==> src/verilog/trig_ctrl_regs.vh <==
`ifndef TRIG_CTRL_REGS_VH
`define TRIG_CTRL_REGS_VH
// trigger mode codes
`define MODE_CONT_INTERNAL   2'h0
`define MODE_ONE_SHOT_EXT    2'h1
`define MODE_CONT_EXT        2'h2
`define MODE_W               2
// reset values
`define RST_INTERVAL         16'h0000
`define RST_BUF_SIZE         16'h0064
// reading-complete pulse low time in ns
`define DONE_PULSE_NS        1000
`define CLK_NS               10
// pulse low time in clock cycles, 1000 ns at 10 ns
`define DONE_PULSE_CYC       8'h64
`endif
==> src/verilog/edge_sync.v <==
`timescale 1ns/1ps
// two-stage synchroniser with falling-edge detect
module edge_sync (
  clk,
  reset_n,
  async_in,
  fall_pulse
);
  input  wire clk;
  input  wire reset_n;
  input  wire async_in;
  output reg  fall_pulse;

  reg meta_q;
  reg sync_q;
  reg prev_q;

  always @(posedge clk) begin
    if (!reset_n) begin
      meta_q     <= 1'b1;
      sync_q     <= 1'b1;
      prev_q     <= 1'b1;
      fall_pulse <= 1'b0;
    end else begin
      meta_q     <= async_in;
      sync_q     <= meta_q;
      prev_q     <= sync_q;
      fall_pulse <= prev_q & ~sync_q;
    end
  end
endmodule // edge_sync

==> src/verilog/measurement_trigger_control.v <==
// Operation
// - one-shot with storage: each enter press stores exactly one reading; code stores none with the buffer full.
// - continuous mode: enter press starts storage at programmed interval.
// - one_shot_ext_trigger_mode gives one reading per external trigger; code ignores triggers with store_enable on and the buffer full.
// - continuous_ext_trigger_mode: trigger starts an ongoing reading series.
// - separate commands set storage interval and buffer size.
// - one-shot: one reading per trigger, then wait.
// - continuous: once triggered, readings run back to back.
// - external trigger recognised only on falling edge, both modes.
// - storage with one-shot: every external trigger stores one reading; code stores none with store_enable on and the buffer full.
// - one active-low reading-complete pulse per finished reading.
// - continuous: complete pulses follow each finished conversion.
// - one-shot: exactly one complete pulse per trigger; code gives no pulse with store_enable on and the buffer full.
// - enter key triggers only after local key returns control.
// - after reset, continuous mode paced by internal time base.
// - mode and storage commands apply only on execute character.
`timescale 1ns/1ps
`include "trig_ctrl_regs.vh"
module measurement_trigger_control #(
  parameter IW = 16,
  parameter SW = 16,
  parameter PW = 8
) (
  clk,
  reset_n,
  cmd_mode,
  cmd_mode_valid,
  storage_interval_command,
  cmd_interval_valid,
  cmd_buf_size,
  cmd_size_valid,
  cmd_execute,
  remote_state,
  local_key,
  enter_key,
  store_enable,
  ext_trig_n,
  conv_done,
  conv_start,
  store_write,
  store_index,
  storing,
  mode_out,
  reading_done_n
);
  input  wire          clk;
  input  wire          reset_n;
  input  wire [1:0]    cmd_mode;
  input  wire          cmd_mode_valid;
  input  wire [IW-1:0] storage_interval_command;
  input  wire          cmd_interval_valid;
  input  wire [SW-1:0] cmd_buf_size;
  input  wire          cmd_size_valid;
  input  wire          cmd_execute;
  input  wire          remote_state;
  input  wire          local_key;
  input  wire          enter_key;
  input  wire          store_enable;
  input  wire          ext_trig_n;
  input  wire          conv_done;
  output reg           conv_start;
  output reg           store_write;
  output reg  [SW-1:0] store_index;
  output reg           storing;
  output reg  [1:0]    mode_out;
  output reg           reading_done_n;

  localparam ST_IDLE = 2'h0;
  localparam ST_CONV = 2'h1;
  localparam ST_WAIT = 2'h2;
  localparam [PW-1:0] PULSE_CYC = `DONE_PULSE_CYC;

  // pending commands, applied on execute
  reg [1:0]    pend_mode_q;
  reg          pend_mode_v_q;
  reg [IW-1:0] pend_int_q;
  reg          pend_int_v_q;
  reg [SW-1:0] pend_size_q;
  reg          pend_size_v_q;
  reg [IW-1:0] interval_q;
  reg [SW-1:0] buf_size_q;
  reg          local_ctl_q;
  reg          run_q;
  reg [1:0]    state_q;
  reg [IW-1:0] wait_cnt_q;
  reg [PW-1:0] pulse_cnt_q;
  reg          ent_m_q;
  reg          ent_s_q;
  reg          ent_p_q;
  reg          loc_m_q;
  reg          loc_s_q;
  reg          done_m_q;
  reg          done_s_q;
  reg          done_p_q;
  wire         ext_fall;
  reg          enter_press;
  reg          done_rise;
  reg          ext_mode;
  reg          trig;
  reg          buf_full;

  edge_sync u_ext (
    .clk        (clk),
    .reset_n    (reset_n),
    .async_in   (ext_trig_n),
    .fall_pulse (ext_fall)
  );

  // front-panel and converter inputs synchronised
  always @(posedge clk) begin
    if (!reset_n) begin
      ent_m_q  <= 1'b0;
      ent_s_q  <= 1'b0;
      ent_p_q  <= 1'b0;
      loc_m_q  <= 1'b0;
      loc_s_q  <= 1'b0;
      done_m_q <= 1'b0;
      done_s_q <= 1'b0;
      done_p_q <= 1'b0;
    end else begin
      ent_m_q  <= enter_key;
      ent_s_q  <= ent_m_q;
      ent_p_q  <= ent_s_q;
      loc_m_q  <= local_key;
      loc_s_q  <= loc_m_q;
      done_m_q <= conv_done;
      done_s_q <= done_m_q;
      done_p_q <= done_s_q;
    end
  end

  // trigger qualification
  always @* begin
    ext_mode    = 1'b0;
    enter_press = 1'b0;
    done_rise   = 1'b0;
    trig        = 1'b0;
    buf_full    = 1'b0;
    if ((mode_out == `MODE_ONE_SHOT_EXT) || (mode_out == `MODE_CONT_EXT)) begin
      ext_mode = 1'b1;
    end
    if (ent_s_q && !ent_p_q && local_ctl_q) begin
      enter_press = 1'b1;
    end
    if (done_s_q && !done_p_q) begin
      done_rise = 1'b1;
    end
    if (ext_mode && (ext_fall || enter_press)) begin
      trig = 1'b1;
    end
    if (store_enable && (store_index >= buf_size_q)) begin
      buf_full = 1'b1;
    end
  end

  // bus command staging and execute
  always @(posedge clk) begin
    if (!reset_n) begin
      pend_mode_q   <= `MODE_CONT_INTERNAL;
      pend_mode_v_q <= 1'b0;
      pend_int_q    <= `RST_INTERVAL;
      pend_int_v_q  <= 1'b0;
      pend_size_q   <= `RST_BUF_SIZE;
      pend_size_v_q <= 1'b0;
      mode_out      <= `MODE_CONT_INTERNAL;
      interval_q    <= `RST_INTERVAL;
      buf_size_q    <= `RST_BUF_SIZE;
    end else if (cmd_execute) begin
      if (pend_mode_v_q) begin
        mode_out <= pend_mode_q;
      end
      if (pend_int_v_q) begin
        interval_q <= pend_int_q;
      end
      if (pend_size_v_q) begin
        buf_size_q <= pend_size_q;
      end
      pend_mode_v_q <= 1'b0;
      pend_int_v_q  <= 1'b0;
      pend_size_v_q <= 1'b0;
    end else begin
      if (cmd_mode_valid) begin
        pend_mode_q   <= cmd_mode;
        pend_mode_v_q <= 1'b1;
      end
      if (cmd_interval_valid) begin
        pend_int_q   <= storage_interval_command;
        pend_int_v_q <= 1'b1;
      end
      if (cmd_size_valid) begin
        pend_size_q   <= cmd_buf_size;
        pend_size_v_q <= 1'b1;
      end
    end
  end

  // local/remote control hand-back
  always @(posedge clk) begin
    if (!reset_n) begin
      local_ctl_q <= 1'b1;
    end else if (loc_s_q) begin
      local_ctl_q <= 1'b1;
    end else if (remote_state) begin
      local_ctl_q <= 1'b0;
    end
  end

  // continuous run flag
  always @(posedge clk) begin
    if (!reset_n) begin
      run_q <= 1'b1;
    end else if (cmd_execute && pend_mode_v_q) begin
      run_q <= (pend_mode_q == `MODE_CONT_INTERNAL);
    end else if (mode_out == `MODE_CONT_EXT && trig) begin
      run_q <= 1'b1;
    end
  end

  // store status flag
  always @(posedge clk) begin
    if (!reset_n) begin
      storing <= 1'b0;
    end else begin
      storing <= store_enable & ~buf_full;
    end
  end

  // stored reading counter, cleared whenever a mode command executes
  always @(posedge clk) begin
    if (!reset_n) begin
      store_index <= {SW{1'b0}};
    end else if (cmd_execute && pend_mode_v_q) begin
      store_index <= {SW{1'b0}};
    end else if (state_q == ST_CONV && done_rise && store_enable && !buf_full) begin
      store_index <= store_index + 1'b1;
    end
  end

  // reading sequencer
  always @(posedge clk) begin
    if (!reset_n) begin
      state_q     <= ST_IDLE;
      conv_start  <= 1'b0;
      store_write <= 1'b0;
      wait_cnt_q  <= {IW{1'b0}};
    end else begin
      conv_start  <= 1'b0;
      store_write <= 1'b0;
      case (state_q)
        ST_IDLE: begin
          // no new reading while the complete pulse is low, so pulses never merge
          if (!reading_done_n || (buf_full && mode_out != `MODE_CONT_INTERNAL)) begin
            state_q <= ST_IDLE;
          end else if ((mode_out == `MODE_ONE_SHOT_EXT && trig) ||
                       (mode_out != `MODE_ONE_SHOT_EXT && run_q)) begin
            conv_start <= 1'b1;
            state_q    <= ST_CONV;
          end
        end
        ST_CONV: begin
          if (done_rise) begin
            if (store_enable && !buf_full) begin
              store_write <= 1'b1;
            end
            wait_cnt_q <= interval_q;
            state_q    <= (mode_out == `MODE_ONE_SHOT_EXT) ? ST_IDLE : ST_WAIT;
          end
        end
        ST_WAIT: begin
          if (wait_cnt_q == {IW{1'b0}}) begin
            state_q <= ST_IDLE;
          end else begin
            wait_cnt_q <= wait_cnt_q - 1'b1;
          end
        end
        default: begin
          state_q <= ST_IDLE;
        end
      endcase
    end
  end

  // reading-complete pulse, one per finished reading
  always @(posedge clk) begin
    if (!reset_n) begin
      reading_done_n <= 1'b1;
      pulse_cnt_q    <= {PW{1'b0}};
    end else if (state_q == ST_CONV && done_rise) begin
      reading_done_n <= 1'b0;
      pulse_cnt_q    <= PULSE_CYC;
    end else if (pulse_cnt_q > 1) begin
      pulse_cnt_q <= pulse_cnt_q - 1'b1;
    end else begin
      pulse_cnt_q    <= {PW{1'b0}};
      reading_done_n <= 1'b1;
    end
  end
endmodule // measurement_trigger_control

==> config.mk <==
export PLATFORM = sky130hd
export DESIGN_NAME = measurement_trigger_control
export DESIGN_NICKNAME = d
export VERILOG_FILES = /design/src/verilog/edge_sync.v /design/src/verilog/measurement_trigger_control.v
export VERILOG_INCLUDE_DIRS = /design/src /design/src/verilog
export SDC_FILE = /design/constraint.sdc
export NUM_CORES = 1
export LEC_CHECK = 0
export BUFFER_PORTS_ARGS = -buffer_cell sky130_fd_sc_hd__buf_2
export CORE_MARGIN = 2
export CORE_UTILIZATION = 60
export DETAILED_ROUTE_END_ITERATION = 8
export PLACE_DENSITY = 0.89
export SKIP_LAST_GASP = 1
export SYNTH_ARGS = -nofsm -noshare
export SYNTH_HDL_FRONTEND = slang
export SYNTH_HIERARCHICAL = 1
export SYNTH_SLANG_ARGS = --single-unit
==> constraint.sdc <==
create_clock -name clk -period 5.65 [get_ports clk]
set_clock_uncertainty 0.1 [all_clocks]
set_input_delay 0.565 -clock clk [delete_from_list [all_inputs] [get_ports clk]]
set_output_delay 0.565 -clock clk [all_outputs]
set_load 0.03 [all_outputs]
==> metrics.md <==
| Metric | Value |
|---|---|
| Result of the run | completed |
| Initial core utilization | 62.3% |
| Top post-synthesis cells by area | sky130_fd_sc_hd__dfxtp_1 (45%), sky130_fd_sc_hd__nand2_1 (11%), sky130_fd_sc_hd__a21oi_1 (8.5%) |
| Post-synth top flop | sky130_fd_sc_hd__dfxtp_1 |
| Most area-hungry cell type in the Yosys netlist | sky130_fd_sc_hd__dfxtp_1 |
| Average size of a mapped cell | 8.07 sq um |
| CTS-repair resized insts | 0 |
| Total core area | 0.00928 sq mm |
| Maximum clock frequency | 0.350 GHz |
| Count of hold buffers inserted by post-cts repair | 0 |
| Seq/Total Area, Yosys | 45.4% |
| Max incr delay on CP | 1.02 ns |
| Worst endpoint data arrival time | 3.19 ns |
| Number of post-CTS setup repair buffers | 0 |
| Overall routing resource usage | 27.7% |
| Number of ports placed on the die boundary | 68 |
| Worst Max-Slew Pin Slew | 1.28 ns |
| Post-synthesis instance area | 0.00578 sq mm |
| Port buffer count | 67 |
| Antenna Diode Count | 0 |
| Clock Root Buffer | sky130_fd_sc_hd__clkbuf_8 |
| R2r worst-path depth | 7 |
| Net total in the final layout | 833 |
| Non-filler cells, final | 906 |
| Net Sw Power | 571 uW |
| Sequential share of power | 44.6% |
| Sum Neg Setup Slack | 0 ns |
| Most frequently used cell type in the post-synthesis netlist | sky130_fd_sc_hd__nand2_1 |
| Number of max-cap violations | 0 |
| Final number of hold-violating endpoints | 0 |
| Synth-to-Final Area Change | 15.9% |
| RSZ-0062 raised after global routing | false |
| Number of H-tree levels | 4 |
| Class of the most critical setup path | reg -> reg |
| Share of the cycle needed by the critical path after routing | 50.6% |
| Synthesized Nets | 785 |
| CTS clock-pin slew for the worst setup and hold paths | 0.06 ns |
| Proportion of synthesized flip-flops having asynchronous set or reset | 0% |
| Area after DPL | 0.00613 sq mm |
| Die H | 102 um |
| Routed Antenna Nets | 0 |
| Synthesis Warnings | 6 |
| Hold Path Class | in -> reg |
| Reported leakage power | 2.57 nW |
| Area of the die | 0.0104 sq mm |
| Combinational fraction of design power | 9.4% |
| Clock Path Buffers | 2 |
| Routed len/inst | 15.1 um |
| Number of antenna violations at the first check in global routing | 0 |
| Switching part of the total power | 25.2% |
| Final setup violating endpoints | 0 |
| Count of flip-flops with a built-in enable after synthesis | 0 |
| Internal cell power | 1.69 mW |
| Drt pass-1 iters | 5 |
| Final slew viol count | 0 |
| Series of cell instances along the critical path | inv_1, ha_1, nand4_1, a211o_1, o32ai_2, o21ai_0, a21oi_1 |
| Residual DRC count | 0 |
| Least setup slack across all paths after layout | 2.79 ns |
| Fillers | 698 |
| Cells after synthesis | 716 |
| Cell depth of the worst min-delay path | 2 |
| Worst-case headroom to the max-slew limit | 14.9% |
| VDD IR-drop max | 0.282 mV |
| Crit-path max FO | 26 |
| Pre-CTS setup slack | 2.83 ns |
| Wire length of the first global-routing pass | 22900 um |
| Clock latency on the worst-skew pair | 0.52 ns |
| Crit path time final | 2.86 ns |
| Horiz. Die Dim | 102 um |
| Final estimated routing congestion in global placement | 0.868 |
| Clock sinks | 131 |
| Clock tree from TritonCTS | done |
| Fraction of post-synthesis cell area in the top cell type by area | 45.4% |
| Design Area, Final | 0.00670 sq mm |
| Largest net degree at the start of global routing | 64 |
| Placed cell count | 874 |
| Fraction of final layout cells with drive strength greater than 1 | 14.3% |
| Overflow left after global routing | 0 |
| Relative contribution of the clock network to total power | 45.9% |
| Vias in the first global route | 5012 |
| CP Data Required Time | 5.98 ns |
| Final wirelength | 13700 um |
| Vias | 5205 |
| Final HPWL DP | 9130 um |
| Crit-path slowest cell | sky130_fd_sc_hd__o32ai_2 |
| Critical path buffer and inverter count | 1 |
| Most frequent cells after synthesis | sky130_fd_sc_hd__nand2_1 (167), sky130_fd_sc_hd__dfxtp_1 (131), sky130_fd_sc_hd__a21oi_1 (98) |
| Unique cell type count in the Yosys netlist | 57 |
| Crit. End Element | flop |
| DRC violation total after the first TritonRoute iteration | 286 |
| Power density normalized to cell area | 338 mW/mm^2 |
| FP Rows | 35 |
| Number of buffers created by CTS | 17 |
| Number of logic stages on the critical path including buffering | 7 |
| Top Family by Delay on Critical Path | compound AO/OA/AOI/OAI gates |
| Register bit total from synthesis | 131 |
| Average via count per standard cell | 5.75 |
| Post-layout util | 72.2% |
| Sort of element at the start of the critical path | flop |
## worst register-to-register path, delay by kind of cell (launching register included)
family / cells / cell delay, ns
AOI/OAI and AO/OA: 4 / 1.78
adders and majority gates: 1 / 0.31
buffers and inverters: 1 / 0.05
DFF: 1 / 0.33
and+or+nand+nor: 1 / 0.21
## stage by stage
| stage | power (mW) | hold slack, ns |
|---|---|---|
| after detailed placement | 1.24 | 0.314 |
| after global routing | 2.34 | 0.151 |
| final | 2.26 | 0.155 |
| after global placement | 1.22 | 0.295 |
| after CTS | 2.27 | 0.139 |
| after floorplan | 1.18 | 0.286 |
## kinds of logic (layout without fill, tap and decap cells)
family | count (synthesis) | count (layout) | synth area share [%]
AO/OA/AOI/OAI | 167 | 167 | 17.4
XOR/XNOR | 7 | 7 | 1.06
adder cells (fa/ha/maj) | 23 | 23 | 4.98
buffers and inverters | 73 | 134 | 4.96
flip-flops | 131 | 131 | 45.4
multiplexers | 6 | 6 | 1.04
AND/OR/NAND/NOR | 309 | 309 | 25.2
## per-layer routing
metal  part of all wire [%]  vias to the layer above  wire, um  global-route usage, %
li1                       -                     2572         -                      -
met1                     44                     2424      6050                   34.7
met2                     48                      181      6520                   46.6
met3                    6.7                       28       921                   7.52
met4                    1.7                        0       233                   8.72
met5                      0                        -         0                      0
## power groups by stage
stage	combinational, mW	sequential (mW)	clock [mW]
floorplan	0.158	1.02	0
global placement	0.197	1.02	0
detailed placement	0.211	1.03	0
CTS	0.214	1.01	1.04
global route	0.243	1.02	1.08
finish	0.213	1.01	1.04
## registers in the layout, indices dropped and copies added (netlist names), 2 cells and up
name         cells
pend_mode_q      2
store_index     16
interval_q      16
buf_size_q      16
mode_out         2
state_q          2
pend_size_q     16
pend_int_q      16
wait_cnt_q      16
pulse_cnt_q      8
## worst paths after layout
path,from,endpoint,slack (ns)
worst min register to register,loc_s_q,local_ctl_q,0.34
worst min-delay path,ext_trig_n,u_ext/meta_q,0.15
worst max-delay path,buf_size_q[15],store_index[0],2.79
worst max register to register,buf_size_q[15],store_index[0],2.79
## placed cells by master (no fill, tap or decap), drive strengths merged, types with 13 or more instances in the layout
cell / netlist / routed
a21oi: 98 / 98
buf: 6 / 68
clkbuf: 33 / 21
dfxtp: 131 / 131
ha: 23 / 23
inv: 34 / 34
nand2: 167 / 167
nand2b: 13 / 13
nand3: 17 / 17
nor2: 35 / 35
nor3: 16 / 16
o21ai: 17 / 17
or4: 13 / 13
## layout make-up
cell class,instances,area [sq um],share of cell area [%]
multi-input cells,512,2870,42.9
clock buffers,21,469,7.00
flip-flops and latches,131,2620,39.1
clock inverters,11,104,1.55
inverters,34,128,1.91
well taps,129,161,2.41
repair buffers,68,343,5.12
(Power assumes the default switching activity.)
